--- src/design/interval_timer_pkg.sv ---
// Package with register map, field positions and reset values of the interval timer
package interval_timer_pkg;

  localparam int ADDR_W = 3;
  localparam int DATA_W = 16;

  // Register word offsets
  localparam logic [2:0] OFF_TIMER_FLAGS   = 3'h0;
  localparam logic [2:0] OFF_TIMER_CONTROL = 3'h1;
  localparam logic [2:0] OFF_RELOAD_LOW    = 3'h2;
  localparam logic [2:0] OFF_RELOAD_HIGH   = 3'h3;
  localparam logic [2:0] OFF_CAPTURE_LOW   = 3'h4;
  localparam logic [2:0] OFF_CAPTURE_HIGH  = 3'h5;

  // Flag register fields
  localparam int BIT_EXPIRED_FLAG = 0;
  localparam int BIT_RUNNING      = 1;

  // Control register fields
  localparam int BIT_EXPIRY_IRQ_ENABLE = 0;
  localparam int BIT_REPEAT_MODE       = 1;
  localparam int BIT_START             = 2;
  localparam int BIT_STOP              = 3;

  // Default timeout period minus one, in clocks
  localparam logic [31:0] RESET_PERIOD = 32'h0000_FFFF;
  localparam logic [31:0] COUNT_ZERO   = 32'h0000_0000;
  localparam logic [15:0] READ_ZERO    = 16'h0000;

endpackage

--- src/design/timer_bus_if.sv ---
// Interface carrying decoded register write strobes between top and decoder
`timescale 1ns/1ps
interface timer_bus_if;
  logic        wr_flags;
  logic        wr_control;
  logic        wr_reload_low;
  logic        wr_reload_high;
  logic        wr_capture;
  logic        rd_sel_valid;

  modport decoder
  (
    output wr_flags,
    output wr_control,
    output wr_reload_low,
    output wr_reload_high,
    output wr_capture,
    output rd_sel_valid
  );
  modport core
  (
    input  wr_flags,
    input  wr_control,
    input  wr_reload_low,
    input  wr_reload_high,
    input  wr_capture,
    input  rd_sel_valid
  );
endinterface

--- src/design/timer_write_decode.sv ---
// Address decoder turning bus writes into one-cycle register strobes
`timescale 1ns/1ps
module timer_write_decode
(
  input  wire logic       chip_select,
  input  wire logic       write,
  input  wire logic [2:0] address,
  timer_bus_if.decoder    strobes
);

  // Write strobes per register; both capture offsets share one strobe
  always_comb
  begin
    strobes.wr_flags       = chip_select && write && (address == interval_timer_pkg::OFF_TIMER_FLAGS);
    strobes.wr_control     = chip_select && write && (address == interval_timer_pkg::OFF_TIMER_CONTROL);
    strobes.wr_reload_low  = chip_select && write && (address == interval_timer_pkg::OFF_RELOAD_LOW);
    strobes.wr_reload_high = chip_select && write && (address == interval_timer_pkg::OFF_RELOAD_HIGH);
    strobes.wr_capture     = chip_select && write &&
                             ((address == interval_timer_pkg::OFF_CAPTURE_LOW) ||
                              (address == interval_timer_pkg::OFF_CAPTURE_HIGH));
    strobes.rd_sel_valid   = (address <= interval_timer_pkg::OFF_CAPTURE_HIGH);
  end

endmodule

--- src/design/interval_timer_watchdog.sv ---
// Top module of the 32-bit down-counting interval timer with optional watchdog
// Notes on behaviour
// - Expiry flag sets when the counter reaches zero and stays until cleared.
// - Writing zero to the flag register clears the expiry flag.
// - Running bit reads 1 while counting; flag register writes never touch it.
// - Interrupt request follows expiry flag only while interrupt enable is set.
// - Repeat mode keeps counting through zero; otherwise counter reloads and stops at zero, except in watchdog or free-running builds.
// - On reaching zero the counter reloads from the 32-bit period pair.
// - Start bit resumes a stopped counter from its current value.
// - Stop bit halts the counter unless start/stop controls are omitted or the build is a watchdog.
// - Period minus one: low half at offset 2, high half at offset 3.
// - Counter loads from the period on period writes and on reaching zero.
// - Counter holds zero one clock, so the period is stored value plus one.
// - Period writes stop the counter unless start/stop controls are omitted or the build is a watchdog.
// - With a fixed period, period writes reset the counter to that period.
// - Any capture write copies the whole counter into both capture registers.
// - Optional expiry strobe is high exactly one clock per zero reach.
// - Watchdog build: starts stopped, cannot stop, pulses reset request at zero.
// - Build-time period gives the reset value of both period registers.
// - Without start/stop controls the timer runs from reset without software, except in the watchdog build.
`timescale 1ns/1ps
module interval_timer_watchdog
#(
  parameter logic [31:0] TIMEOUT_PERIOD  = interval_timer_pkg::RESET_PERIOD,
  parameter bit          WRITABLE_PERIOD = 1'b1,
  parameter bit          HAS_CAPTURE     = 1'b1,
  parameter bit          HAS_START_STOP  = 1'b1,
  parameter bit          HAS_PULSE       = 1'b1,
  parameter bit          WATCHDOG        = 1'b0
)
(
  input  wire logic        sys_clk,
  input  wire logic        sys_rst,
  input  wire logic        chip_select,
  input  wire logic        write,
  input  wire logic        read,
  input  wire logic [2:0]  address,
  input  wire logic [15:0] write_data,
  output logic      [15:0] read_data,
  output logic             irq,
  output logic             expiry_pulse,
  output logic             reset_request
);

  timer_bus_if strobes ();

  logic [31:0] counter;
  logic [31:0] period;
  logic [31:0] capture;
  logic        running;
  logic        expired_flag;
  logic        expiry_irq_enable;
  logic        repeat_mode;
  logic        at_zero;
  logic        start_req;
  logic        stop_req;
  logic        period_wr;
  logic        can_stop;
  logic [31:0] reload_value;
  logic [15:0] next_read_data;

  timer_write_decode u_decode
  (
    .chip_select (chip_select),
    .write       (write),
    .address     (address),
    .strobes     (strobes)
  );

  // Decoded controls; watchdog and free-running builds cannot be stopped
  always_comb
  begin
    at_zero      = running && (counter == interval_timer_pkg::COUNT_ZERO);
    can_stop     = HAS_START_STOP && !WATCHDOG;
    start_req    = strobes.wr_control && write_data[interval_timer_pkg::BIT_START] &&
                   (HAS_START_STOP || WATCHDOG);
    stop_req     = strobes.wr_control && write_data[interval_timer_pkg::BIT_STOP] && can_stop;
    period_wr    = strobes.wr_reload_low || strobes.wr_reload_high;
    reload_value = WRITABLE_PERIOD ? period : TIMEOUT_PERIOD;
  end

  // Period registers, reset to the build-time period
  always_ff @(posedge sys_clk)
  begin
    if (sys_rst)
    begin
      period <= TIMEOUT_PERIOD;
    end
    else if (WRITABLE_PERIOD)
    begin
      if (strobes.wr_reload_low)
      begin
        period[15:0] <= write_data;
      end
      if (strobes.wr_reload_high)
      begin
        period[31:16] <= write_data;
      end
    end
  end

  // Load value uses the freshly written half so a period write takes effect at once
  logic [31:0] load_value;
  always_comb
  begin
    load_value = reload_value;
    if (WRITABLE_PERIOD && strobes.wr_reload_low)
    begin
      load_value[15:0] = write_data;
    end
    if (WRITABLE_PERIOD && strobes.wr_reload_high)
    begin
      load_value[31:16] = write_data;
    end
  end

  // Down counter: holds zero for one clock, then reloads
  always_ff @(posedge sys_clk)
  begin
    if (sys_rst)
    begin
      counter <= TIMEOUT_PERIOD;
    end
    else if (period_wr)
    begin
      counter <= load_value;
    end
    else if (at_zero)
    begin
      counter <= reload_value;
    end
    else if (running)
    begin
      counter <= counter - 32'h0000_0001;
    end
  end

  // Run state; a stop wins over a start that arrives in the same write
  always_ff @(posedge sys_clk)
  begin
    if (sys_rst)
    begin
      running <= !HAS_START_STOP && !WATCHDOG;
    end
    else if (stop_req || (period_wr && can_stop))
    begin
      running <= 1'b0;
    end
    else if (start_req)
    begin
      running <= 1'b1;
    end
    else if (at_zero && !repeat_mode && can_stop)
    begin
      running <= 1'b0;
    end
  end

  // Control register bits held by software
  always_ff @(posedge sys_clk)
  begin
    if (sys_rst)
    begin
      expiry_irq_enable <= 1'b0;
      repeat_mode       <= 1'b0;
    end
    else if (strobes.wr_control)
    begin
      expiry_irq_enable <= write_data[interval_timer_pkg::BIT_EXPIRY_IRQ_ENABLE];
      repeat_mode       <= write_data[interval_timer_pkg::BIT_REPEAT_MODE];
    end
  end

  // Sticky expiry flag; a zero reach in the clearing cycle wins
  always_ff @(posedge sys_clk)
  begin
    if (sys_rst)
    begin
      expired_flag <= 1'b0;
    end
    else if (at_zero)
    begin
      expired_flag <= 1'b1;
    end
    else if (strobes.wr_flags && (write_data == interval_timer_pkg::READ_ZERO))
    begin
      expired_flag <= 1'b0;
    end
  end

  // Snapshot of the counter; counting goes on undisturbed
  always_ff @(posedge sys_clk)
  begin
    if (sys_rst)
    begin
      capture <= interval_timer_pkg::COUNT_ZERO;
    end
    else if (HAS_CAPTURE && strobes.wr_capture)
    begin
      capture <= counter;
    end
  end

  // Interrupt, expiry strobe and reset request, all registered
  always_ff @(posedge sys_clk)
  begin
    if (sys_rst)
    begin
      irq           <= 1'b0;
      expiry_pulse  <= 1'b0;
      reset_request <= 1'b0;
    end
    else
    begin
      irq           <= expiry_irq_enable && (expired_flag || at_zero);
      expiry_pulse  <= HAS_PULSE && at_zero;
      reset_request <= WATCHDOG && at_zero;
    end
  end

  // Read multiplexer; reserved bits and unmapped offsets read zero
  always_comb
  begin
    next_read_data = interval_timer_pkg::READ_ZERO;
    case (address)
      interval_timer_pkg::OFF_TIMER_FLAGS:
      begin
        next_read_data[interval_timer_pkg::BIT_EXPIRED_FLAG] = expired_flag;
        next_read_data[interval_timer_pkg::BIT_RUNNING]      = running;
      end
      interval_timer_pkg::OFF_TIMER_CONTROL:
      begin
        next_read_data[interval_timer_pkg::BIT_EXPIRY_IRQ_ENABLE] = expiry_irq_enable;
        next_read_data[interval_timer_pkg::BIT_REPEAT_MODE]       = repeat_mode;
      end
      interval_timer_pkg::OFF_RELOAD_LOW:   next_read_data = reload_value[15:0];
      interval_timer_pkg::OFF_RELOAD_HIGH:  next_read_data = reload_value[31:16];
      interval_timer_pkg::OFF_CAPTURE_LOW:  next_read_data = capture[15:0];
      interval_timer_pkg::OFF_CAPTURE_HIGH: next_read_data = capture[31:16];
      default:                              next_read_data = interval_timer_pkg::READ_ZERO;
    endcase
    if (!strobes.rd_sel_valid)
    begin
      next_read_data = interval_timer_pkg::READ_ZERO;
    end
  end

  // Read data registered: one clock of latency after a read is taken
  always_ff @(posedge sys_clk)
  begin
    if (sys_rst)
    begin
      read_data <= interval_timer_pkg::READ_ZERO;
    end
    else if (chip_select && read)
    begin
      read_data <= next_read_data;
    end
  end

endmodule

--- config.mk ---
export PLATFORM = sky130hd
export DESIGN_NAME = interval_timer_watchdog
export DESIGN_NICKNAME = d
export VERILOG_FILES = /design/src/design/interval_timer_pkg.sv /design/src/design/timer_bus_if.sv /design/src/design/timer_write_decode.sv /design/src/design/interval_timer_watchdog.sv
export SDC_FILE = /design/constraint.sdc
export NUM_CORES = 1
export LEC_CHECK = 0
export BUFFER_PORTS_ARGS = -buffer_cell sky130_fd_sc_hd__buf_2
export CAP_MARGIN = 20
export CORE_MARGIN = 1.5
export CORE_UTILIZATION = 61
export DETAILED_ROUTE_END_ITERATION = 12
export PLACE_DENSITY = 0.8
export SLEW_MARGIN = 25
export SYNTH_ARGS = -nofsm -noshare
export SYNTH_HDL_FRONTEND = slang
export SYNTH_SLANG_ARGS = --single-unit
export TNS_END_PERCENT = 50
--- constraint.sdc ---
create_clock -name sys_clk -period 2.5 [get_ports sys_clk]
set_input_delay 0.375 -clock sys_clk [delete_from_list [all_inputs] [get_ports sys_clk]]
set_output_delay 0.375 -clock sys_clk [all_outputs]
set_load 0.02 [all_outputs]
# After elaboration in Yosys (flattened, before gate mapping)

Index checks and enable logic that the tools add are counted.

Flip-flop bits (word level): 118
Latch bits: 0
Memory bits (writable): 0
ROM bits: 0
Input port bits: 24
Output and inout bits: 19
Logic and storage cells: 54
Memories kept: 0

Add/sub/neg operators: 1
Multipliers: 0
Divide/modulo/power cells: 0
$lt $le $gt $ge: 1
Eq/ne operators: 5
Shifts and indexed selects: 0
Mux-type cells: 12
Bitwise operators: 0
Reduce and logical (&&, ||, !) cells: 25

Operator list:

| cell                                               | count |
|---|---|
| two-way mux 32 bit                                 | 3 |
| case mux 14 bit (4 select lines)                   | 1 |
| two-way mux 16 bit                                 | 3 |
| zero test 32 bit                                   | 1 |
| subtractor 32 x 1 -> 32 bit, second input constant | 1 |
| zero test 16 bit                                   | 1 |
| logical AND 1 bit                                  | 13 |
| case mux 2 bit (6 select lines)                    | 1 |
| == test 3 x 2 -> 1 bit, second input constant      | 2 |
| == test 3 bit, second input constant               | 2 |
| logical OR 1 bit                                   | 4 |
| two-way mux 1 bit                                  | 4 |
| nonzero test 2 bit                                 | 2 |
| == test 3 x 1 -> 1 bit, second input constant      | 1 |
| <= comparator 3 bit, second input constant         | 1 |
| zero test 3 bit                                    | 1 |
| nonzero test 3 bit                                 | 1 |
| OR reduction 2 bit                                 | 1 |
| zero test 1 bit                                    | 1 |

# Logic depth before layout (Yosys ltp)

Gate-level depths: netlist of the first run.

Word-level depth: 5
Gate-level depth with buffers: 10
Mapped depth without buffers: 7

# Hierarchy

From an unflattened synthesis of the first run, not the netlist that was laid out.

Cell total of the unflattened synthesis: 683
Area total of the unflattened synthesis: 6134.6 sq um

Modules (own cells, without submodules):

| module                  | instances | cells an instance | area each (sq um) | sequential area each (sq um) |
|---|---|---|---|---|
| interval_timer_watchdog | 1         | 674               | 6087.1            | 2362.3 |
| timer_write_decode      | 1         | 9                 | 47.5              | 0.0 |

# Worst setup path before layout of the first run

Ideal clock, no wire load.

Path type: reg2reg
Start point: register counter[24]
End point: register counter[13]
Setup time: 0.122 ns
Data arrival time: 2.043 ns
Required time: 2.378 ns
Setup slack: 0.335 ns
Stages on the path, launching flop included: 8
Path through: dfxtp_1 or4_1 buf_6 nor2_8 nand4_4 buf_6 mux2_1 a221o_1

Word-level cells in the longest chain between the ends: 4
Elaborated cells on any way between the ends: 5
Those cells by class: 2 x mux; 3 x reduce/logical

RTL lines:

| item                   | RTL line                       | text |
|---|---|---|
| start, declared        | interval_timer_watchdog.sv:47  | `logic [31:0] counter;` |
| start signal, assigned | interval_timer_watchdog.sv:126 | `counter <= load_value;` |
| start signal, assigned | interval_timer_watchdog.sv:130 | `counter <= reload_value;` |
| start signal, assigned | interval_timer_watchdog.sv:134 | `counter <= counter - 32'h0000_0001;` |
| zero test 32 bit (*)   | interval_timer_watchdog.sv:73  | `at_zero = running && (counter == interval_timer_pkg::COUNT_ZERO);` |
| logical AND 1 bit (*)  | interval_timer_watchdog.sv:73  |  |
| two-way mux 32 bit     | interval_timer_watchdog.sv:128 | `else if (at_zero)` |
| two-way mux 32 bit     | interval_timer_watchdog.sv:124 | `else if (period_wr)` |

Mark *: on every way between the ends. The rest lies on a longest branch, timed or not.
A chain may end at the register's enable or synchronous reset.

# Worst setup path after layout of the first run

Start point: register counter[28]
End point: register counter[6]

The elaborated chain is that of the path after synthesis.

==> key figures, run 1 <==
Setup path
  – Crit path from: counter[28]
  – Worst path cell trace: or4_1 -> nor2_8 -> nand4_4 -> buf_4 -> o211a_1 -> a221o_1
  – Critical path class: reg -> reg
  – Reg2reg end: counter[6]
  – Worst-path maximum fanout: 14
  – Reg2reg start: counter[28]
  – Slowest-stage cell, CP: or4_1
  – CP max stage delay: 670 ps
  – Top delay family on crit path: simple AND/OR/NAND/NOR gates
  – Worst reg2reg path depth: 6
  – Nature of the critical path endpoint: flip-flop
  – Buf/Inv on CP: 1
  – Reg2reg setup slack: 110 ps
  – Crit path required time: 2910 ps
  – Worst EP arrival: 2800 ps
  – Crit start category: flip-flop

Yosys
  – FF+latch count, synth: 118
  – Sequential-to-total area share from yosys stat: 39.0%
  – Async S/R FF share, synth: 0%
  – Mapped Cells: 727
  – Post-synthesis area per instance: 8.34 um2
  – Top_reg_cell synth: dfxtp_1
  – Post-synth EDFFs: 0
  – Net Count, Synth: 754
  – Synthesized area: 0.00606 mm2
  – Ys Warns: 0
  – Netlist cell types: 57

Pwr
  – Pleak: 2.76 nW
  – Peak supply drop: 0.422 mV
  – Power per cell area: 686 mW/mm2

STA
  – Setup Skew: 9.87 ps
  – # setup viols final: 0
  – Least-Margin Pin Slew: 889 ps
  – Min cycle time layout: 2390 ps
  – Final worst slack: 110 ps
  – RSZ-0062 raised after global routing: no
  – Period Utilization, post-route: 95.6%
  – Final Hold Viols: 0
  – Relative slew slack: 40.7%
  – Setup TNS: 0 ps
  – Pins Over Slew Limit: 0
  – Max Clk Rate: 418 MHz

Outcome
  – Status: finished clean

Drt
  – Antenna Nets Post-Route: 0
  – Via/cell ratio: 6.47
  – Detailed Routing Iterations Pass 1: 5
  – Total number of vias: 5911
  – WL final: 19900 um
  – DRC Markers: 0
  – Starting DRT DRC Count: 577
  – Routed length per instance: 21.8 um

Die
  – Row count: 36
  – Initial Utilization: 62.3%
  – DIE WIDTH: 103 um
  – Core Area: 0.00973 mm2
  – Die Height: 103 um
  – IO Count: 43
  – Die area: 0.0105 mm2

Clocking
  – H-Tree Depth: 4
  – Clock-pin slew on the worst setup and hold paths: 60 ps
  – Clock sink total: 118
  – Clk_lat worst skew: 530 ps
  – CTS tree: yes
  – Root Driver: clkbuf_8
  – Max Buffers Root-to-Sink: 2
  – Cts bufs inserted: 17

Global routing
  – Vias in the first global route: 5650
  – Tot GR Track Use: 39.6%
  – Grt total ovfl: 0
  – Initial antenna violation count: 0
  – First-pass GRT wire length: 30800 um
  – Largest net degree at the start of global routing: 83

Finish
  – Ant diodes: 0
  – Nets: 794
  – Layout area overhead: 18.0%
  – Final Util: 73.5%
  – Layout cell share with drive strength beyond 1: 17.4%

Worst hold path
  – Worst Hold Path Cells: 3
  – Hold Path End: period[27]
  – Hold path startpoint: write_data[11]
  – Hold crit path type: in -> reg

Placement
  – Routability-driven placement congestion ratio: 1.00
  – HPWL after DPL: 13900 um
  – Pre-CTS setup slack: 116 ps
  – Port bufs: 41

Job
  – Max_cap viols: 0
[repair_timing]
| action | 4_1_cts | 5_1_grt |
|---|---|---|
| buffers inserted | 0 | 0 |
| hold buffers | 0 | 0 |
| resized for setup | 0 | 2 |
| endpoints found under the setup margin | 0 | 11 |
[cell usage after synthesis (3+ instances only)]
| cell type | n | area (um2) |
|---|---|---|
| nand2_1 | 132 | 495 |
| dfxtp_1 | 118 | 2360 |
| mux2i_1 | 67 | 671 |
| a21oi_1 | 60 | 300 |
| nor2_1 | 52 | 195 |
| clkbuf_1 | 46 | 173 |
| nor3_1 | 26 | 130 |
| o22ai_1 | 16 | 100 |
| a221o_1 | 15 | 150 |
| a22oi_1 | 14 | 105 |
| nor4_1 | 13 | 81.3 |
| xnor2_1 | 13 | 114 |
| o21ai_0 | 12 | 60.1 |
| o211a_1 | 11 | 110 |
| buf_2 | 10 | 50.1 |
| inv_1 | 10 | 37.5 |
| nand3_1 | 9 | 45.0 |
| a31o_2 | 7 | 61.3 |
| a31oi_1 | 7 | 43.8 |
| nand4_1 | 6 | 37.5 |
| nand4b_1 | 6 | 52.6 |
| o32ai_1 | 5 | 43.8 |
| xor2_1 | 5 | 43.8 |
| and3_1 | 4 | 25.0 |
| o211ai_1 | 4 | 30.0 |
| o31ai_1 | 4 | 30.0 |
| or3_1 | 4 | 25.0 |
| or4_1 | 4 | 30.0 |
| a211oi_1 | 3 | 22.5 |
| ha_1 | 3 | 37.5 |
| mux2_1 | 3 | 33.8 |
| mux2_2 | 3 | 33.8 |
| nor3_2 | 3 | 30.0 |
[state kept, by name, summed over array words and instances (netlist names)]
signal,cells
capture,32
counter,32
expired_flag,1
expiry_irq_enable,1
expiry_pulse,1
irq,1
period,32
read_data,16
repeat_mode,1
running,1
[worst register-to-register path: cells and delay by family (launching register included)]
kind	cells	cell delay [ps]
buf+inv	1	300
compound gates	2	450
simple gates	3	1170
flops	1	350
[power by group]
part / switching, mW / internal [mW]
Combinational: 0.239 / 0.141
Sequential: 0.0443 / 1.92
Clock: 0.894 / 1.67
[metal layers]
layer  global-route usage (%)  wire (um)
met5                        0          0
met4                     16.5        624
met3                     11.5       2080
met2                     61.2       8920
met1                     51.9       8250
[stage by stage]
step                cells  area, um2  power, mW  hold slack, ps
floorplan             727       6060       2.23             436
global placement      881       6520       2.36             439
detailed placement    881       6520       2.37             447
CTS                   913       7140       4.90             109
global route          913       7150       5.03             125
finish                913       7150       4.91             123
[placed cells by master (no fill, tap or decap), drive strengths merged, types with 4 or more instances in the layout]
cell type / synthesis / layout
clkinv: 0 / 4
a31oi: 7 / 7
xor2: 5 / 5
o211a: 11 / 11
or4: 4 / 4
mux2: 7 / 7
nand2: 132 / 132
xnor2: 13 / 13
a21oi: 60 / 60
inv: 10 / 11
nor3: 29 / 29
mux2i: 67 / 67
or3: 4 / 4
buf: 14 / 81
nor4: 15 / 15
and3: 4 / 4
nand4: 7 / 7
a31o: 7 / 7
bufinv: 0 / 4
o22ai: 16 / 16
o21ai: 12 / 12
nand3: 9 / 9
nor2: 53 / 53
dfxtp: 118 / 118
nand4b: 6 / 6
clkbuf: 46 / 20
o31ai: 4 / 4
a221o: 15 / 15
o211ai: 4 / 4
o32ai: 5 / 5
a22oi: 14 / 14
[kinds of logic (layout without fill, tap and decap cells)]
| logic type | after synthesis | count (layout) | share of synthesized area [%] |
|---|---|---|---|
| and+or+nand+nor | 273 | 273 | 21.3 |
| AOI/OAI and AO/OA | 170 | 170 | 19.2 |
| DFF | 118 | 118 | 39.0 |
| muxes | 74 | 74 | 12.4 |
| buffers and inverters | 70 | 123 | 4.85 |
| xor gates and xnor gates | 18 | 18 | 2.60 |
| adders and majority gates | 3 | 3 | 0.619 |
| other | 1 | 1 | 0.0618 |
[worst max-delay path by stage]
| stage | slack [ps] | cells past startpoint | endpoint |
|---|---|---|---|
| final | 110 | 6 | counter[6] |
| after global routing | 3 | 6 | counter[6] |
| after CTS | 100 | 6 | counter[6] |
| after detailed placement | 120 | 6 | counter[6] |
| after global placement | 160 | 6 | counter[6] |
| after floorplan | 340 | 7 | counter[13] |
[cell type report]
cell class,count,area [um2]
tap,133,166
inverter,10,37.5
clock buffer,20,445
multi-input combinational,539,3420
clock inverter,12,175
fill,768,2580
timing repair buffer,81,543
sequential,118,2360
No activity file was read; power rests on OpenSTA's default activity.
==> run 2: changes to the inputs <==
CELL_PAD_IN_SITES_DETAIL_PLACEMENT = 1   (was unset)
CELL_PAD_IN_SITES_GLOBAL_PLACEMENT = 2   (was unset)
CORE_MARGIN = unset   (was 1.5)
CORE_UTILIZATION = 37   (was 61)
MAX_ROUTING_LAYER = met4   (was unset)
PLACE_DENSITY = unset   (was 0.8)
PLACE_DENSITY_LB_ADDON = 0.1   (was unset)
==> run 2 against run 1 <==
Core utilization decreased by 27 points; critical path depth up 2; via count down 0.30%; largest power group unchanged; clock-buffer cell count did not move; critical path type unchanged; setup slack better by 17 ps; flip-flop and latch count stayed put; first-iteration DRC count shrank 37%.
==> key figures, run 2 (synthesis gave the netlist of run 1 again) <==
Outcome
  – Status: finished clean

Drt
  – Via/cell ratio: 5.83
  – WL final: 23500 um
  – Detailed Routing Iterations Pass 1: 5
  – Antenna Nets Post-Route: 0
  – Starting DRT DRC Count: 366
  – DRC Markers: 0
  – Routed length per instance: 23.2 um
  – Total number of vias: 5893

Worst hold path
  – Hold Path End: period[31]
  – Hold path startpoint: write_data[15]
  – Worst Hold Path Cells: 3
  – Hold crit path type: in -> reg

Finish
  – Most frequent cells in the layout: 132 x nand2_1, 118 x dfxtp_1, 67 x mux2i_1
  – Final Util: 46.5%
  – Top Registers: capture x32, counter x32, period x32
  – Cell area after layout: 0.00742 mm2
  – Commonest non-fill, non-tap cell in the layout: nand2_1
  – Register Area: 0.00236 mm2
  – Layout cell share with drive strength beyond 1: 19.1%
  – Filler cell count: 1911
  – Ant diodes: 0
  – Nets: 808
  – Layout area overhead: 22.4%
  – Footprint of the multi-input gates: 0.00342 mm2

Setup path
  – Worst path cell trace: inv_1 -> ha_1 -> nor3b_2 -> and3_1 -> buf_4 -> nand3_1 -> o211a_1 -> a221o_1
  – Slowest-stage cell, CP: dfxtp_1
  – Crit path required time: 2810 ps
  – Reg2reg start: counter[1]
  – Reg2reg end: counter[8]
  – Buf/Inv on CP: 2
  – CP max stage delay: 350 ps
  – Critical path class: reg -> reg
  – Worst-path maximum fanout: 7
  – Reg2reg setup slack: 130 ps
  – Top delay family on crit path: simple AND/OR/NAND/NOR gates
  – Nature of the critical path endpoint: flip-flop
  – Worst EP arrival: 2680 ps
  – Worst reg2reg path depth: 8
  – Crit start category: flip-flop

STA
  – Max Clk Rate: 421 MHz
  – # setup viols final: 0
  – RSZ-0062 raised after global routing: no
  – Pins Over Slew Limit: 0
  – Final Hold Viols: 0
  – Setup TNS: 0 ps
  – Final worst slack: 127 ps
  – Least-Margin Pin Slew: 634 ps
  – Min cycle time layout: 2370 ps
  – Setup Skew: 7.72 ps
  – Relative slew slack: 57.4%
  – Period Utilization, post-route: 94.9%

Job
  – Max_cap viols: 0

Global routing
  – Largest net degree at the start of global routing: 83
  – Grt total ovfl: 0
  – First-pass GRT wire length: 36000 um
  – Tot GR Track Use: 30.3%
  – Initial antenna violation count: 0
  – Vias in the first global route: 6026

Clocking
  – CTS tree: yes
  – Clock sink total: 118
  – Max Buffers Root-to-Sink: 2
  – Clock-pin slew on the worst setup and hold paths: 60 ps
  – H-Tree Depth: 4
  – Clk_lat worst skew: 430 ps
  – Cts bufs inserted: 17
  – Root Driver: clkbuf_16

Placement
  – Cell Area, Placed: 0.00672 mm2
  – Port bufs: 41
  – Pre-CTS setup slack: 25.3 ps
  – HPWL after DPL: 17100 um
  – Routability-driven placement congestion ratio: 0.961

Pwr
  – Sw Ratio: 24.3%
  – Gate power share: 8.0%
  – Peak supply drop: 0.452 mV
  – Power per cell area: 678 mW/mm2
  – Clock network fraction of total power: 53.0%
  – Int Power: 3.81 mW
  – Pleak: 2.85 nW
  – Sequential share of power: 39.0%
  – Total power: 5.03 mW
  – Switching power total: 1.22 mW

Die
  – Initial Utilization: 38.0%
  – IO Count: 43
  – Die Height: 130 um
  – Die area: 0.0169 mm2
  – Row count: 46
  – DIE WIDTH: 130 um
  – Core Area: 0.0159 mm2
run 2: cell count changes in the layout (fill, tap and decap cells not counted), sizes merged:
cell and delta:
clkinvlp +1, buf +14, clkinv -1
run 2: metrics by stage:
stage	hold slack, ps	instances
final	218	1010
after global routing	237	1010
after CTS	205	1010
after detailed placement	444	973
after global placement	437	973
after floorplan	436	727
run 2: worst max-delay path by stage:
stage / start / end / slack, ps / cells past startpoint
6_report: counter[1] / counter[8] / 130 / 8
5_1_grt: counter[1] / counter[8] / 40 / 8
4_1_cts: counter[1] / counter[23] / 20 / 8
3_5_place_dp: counter[1] / counter[5] / 30 / 7
3_3_place_gp: counter[1] / counter[8] / 110 / 8
2_1_floorplan: counter[24] / counter[13] / 340 / 7
run 2: layout make-up:
class	instances	area share (%)
repair buffers	95	9.24
clock inverters	12	2.34
inverters	10	0.506
well taps	216	3.64
multi-input cells	539	46.1
flip-flops and latches	118	31.8
clock buffers	20	6.29
run 2: worst reg2reg max path, delay by kind of cell (launching register included):
family | cells | cell delay, ps
AOI/OAI and AO/OA | 2 | 590
adders and majority gates | 1 | 210
buffers and inverters | 2 | 270
DFF | 1 | 350
and+or+nand+nor | 3 | 840
run 2: what timing repair did:
item	in CTS	in global routing
hold buffers	0	0
resized for setup	0	3
setup endpoints to repair	1	12
buffers inserted	5	0
run 2: per-layer routing:
layer	vias to the layer above	track usage (%)	wire [um]
met1	2942	34.9	10200
met5	-	-	0
li1	2746	-	-
met2	159	50.2	11400
met3	46	6.31	878
met4	0	14.4	1010
run 2: power groups by stage:
stage	registers [mW]	logic (mW)	clock network (mW)
floorplan	1.99	0.243	0
global placement	2.00	0.391	0
detailed placement	2.00	0.399	0
CTS	1.96	0.401	2.72
global route	1.97	0.433	2.80
finish	1.96	0.401	2.67
==> run 3: changes to the inputs <==
BUFFER_PORTS_ARGS = unset   (was -buffer_cell sky130_fd_sc_hd__buf_2)
CORE_UTILIZATION = 39   (was 37)
DONT_BUFFER_PORTS = 1   (was unset)
==> run 3 against run 2 <==
Sequential power hardly changed; clock-buffer cell count is 3 higher; final cell count is 6.4% lower; global-route usage is 0.48 points higher; routed wire length is 2.5% lower; setup slack worse by 44 ps; maximum frequency is 1.8% lower; largest cell class unchanged; non-clock buffer count is 36 lower; largest power group unchanged.
==> key figures, run 3 (synthesis gave the netlist of run 1 again) <==
Outcome
  – Status: finished clean

Setup path
  – CP max stage delay: 510 ps
  – Reg2reg start: counter[1]
  – Worst reg2reg path depth: 9
  – Worst-path maximum fanout: 7
  – Most used cell, CP: buf_4
  – Crit path required time: 2830 ps
  – Critical path class: reg -> reg
  – Crit start category: flip-flop
  – Slowest-stage cell, CP: and4_1
  – Worst EP arrival: 2750 ps
  – Nature of the critical path endpoint: flip-flop
  – Reg2reg setup slack: 80 ps
  – Worst path cell trace: inv_1 -> ha_1 -> nor3b_1 -> buf_4 -> and3_1 -> buf_4 -> and4_1 -> nor3_1 -> o32ai_1
  – Reg2reg end: counter[23]

Global routing
  – Largest net degree at the start of global routing: 84
  – Met2 usage: 46.5%
  – First-pass GRT wire length: 35600 um
  – GRT busiest layer: met2
  – GR Layer Usage met1: 40.8%
  – Grt total ovfl: 0
  – Vias in the first global route: 5934
  – Tot GR Track Use: 30.8%
  – Initial antenna violation count: 1
  – Met3 Use GR: 5.65%

Worst hold path
  – Hold path startpoint: sys_rst
  – Hold Path End: repeat_mode
  – Hold crit path type: in -> reg
  – Worst Hold Path Cells: 1

Finish
  – Commonest non-fill, non-tap cell in the layout: nand2_1
  – Cell Count, Final, Fillers Out: 945
  – Most frequent cells in the layout: 132 x nand2_1, 118 x dfxtp_1, 67 x mux2i_1
  – Ant diodes: 0
  – Layout cell share with drive strength beyond 1: 14.7%
  – Top Registers: capture x32, counter x32, period x32
  – Nets: 772
  – Layout area overhead: 17.5%
  – Filler cell count: 1791
  – Cell area after layout: 0.00712 mm2

Die
  – DIE WIDTH: 127 um
  – IO Count: 43
  – Core Area: 0.0152 mm2
  – Row count: 45
  – Die Height: 127 um
  – Die area: 0.0160 mm2
  – Initial Utilization: 39.9%

Drt
  – Starting DRT DRC Count: 455
  – Antenna Nets Post-Route: 0
  – DRC Markers: 0
  – WL final: 22900 um
  – Via/cell ratio: 6.15
  – Routed length per instance: 24.2 um
  – Total number of vias: 5808
  – Detailed Routing Iterations Pass 1: 5

STA
  – Setup Skew: 15.6 ps
  – Worst hold slack: 25.3 ps
  – Least-Margin Pin Slew: 753 ps
  – Final Hold Viols: 0
  – Relative slew slack: 49.8%
  – # setup viols final: 0
  – RSZ-0062 raised after global routing: no
  – Pins Over Slew Limit: 0
  – Setup TNS: 0 ps
  – Period Utilization, post-route: 96.7%
  – Min cycle time layout: 2420 ps
  – Max Clk Rate: 414 MHz

Clocking
  – Clock-pin slew on the worst setup and hold paths: 60 ps
  – CTS tree: yes
  – Clk_lat worst skew: 420 ps
  – Hold buffer count at CTS: 0
  – Clock sink total: 118
  – Root Driver: clkbuf_16
  – Max Buffers Root-to-Sink: 2
  – H-Tree Depth: 4
  – Cts bufs inserted: 17

Placement
  – DP Cell Count: 912
  – Routability-driven placement congestion ratio: 0.995
  – Port bufs: 0
  – Cell Area, Placed: 0.00648 mm2
  – HPWL after DPL: 16300 um

Job
  – Max_cap viols: 0

Pwr
  – Power per cell area: 680 mW/mm2
  – Peak supply drop: 0.484 mV
  – Total power: 4.85 mW
  – Pleak: 2.65 nW
-- run 3: changes by cell type in the layout (fill, tap and decap cells not counted) --
cell,before,now
clkbuf_1,0,1
clkinvlp_4,4,2
nor3_1,25,26
buf_12,6,1
nor3b_1,1,2
buf_2,41,0
inv_6,1,0
and4_2,1,0
buf_4,48,58
nor3_2,4,3
clkbuf_8,3,5
nor3b_2,1,0
and4_1,1,2
bufinv_16,4,3
-- run 3: worst max path at each step --
stage	startpoint	to	slack, ps	cells past startpoint
finish	counter[1]	counter[23]	80	9
global route	counter[1]	counter[23]	20	9
CTS	counter[1]	counter[4]	110	9
detailed placement	counter[1]	counter[4]	140	9
global placement	counter[1]	counter[4]	200	9
floorplan	counter[24]	counter[13]	340	7
-- run 3: area by class of cell --
type | instances | area, um2 | share of cell area (%)
Timing Repair Buffer | 59 | 455 | 6.39
Clock inverter | 8 | 120 | 1.69
Multi-Input combinational cell | 539 | 3410 | 47.9
Clock buffer | 23 | 498 | 6.99
Tap cell | 188 | 235 | 3.30
Inverter | 10 | 37.5 | 0.527
Sequential cell | 118 | 2360 | 33.2
-- run 3: routing by layer --
layer	share of wire (%)	up-vias	routed length, um
met1	44	2847	10100
met4	2.8	0	646
met5	0	-	0
met3	7.9	59	1820
li1	-	2680	-
met2	45	222	10300
-- run 3: repair_timing --
| item | CTS | global route |
|---|---|---|
| endpoints found under the hold margin | 0 | 0 |
| setup endpoints to repair | 0 | 2 |
| buffers inserted | 0 | 2 |
| resized for setup | 0 | 0 |
-- run 3: worst max-delay path, delay by kind of cell, from the launching register on --
family,cells,cell delay (ps)
buf+inv,3,420
fa+ha+maj,1,220
flops,1,320
simple gates,4,1090
compound gates,1,280
-- run 3: where the power goes --
group,switching (mW),internal [mW]
Clock,0.895,1.69
Sequential,0.0373,1.92
Combinational,0.175,0.130
-- run 3: per-stage QoR --
stage	utilization (%)	worst slack [ps]
after CTS	46.7	111
after detailed placement	42.6	143
after global placement	42.6	196
after global routing	46.8	23.1
final	46.8	82.9
after floorplan	-	335
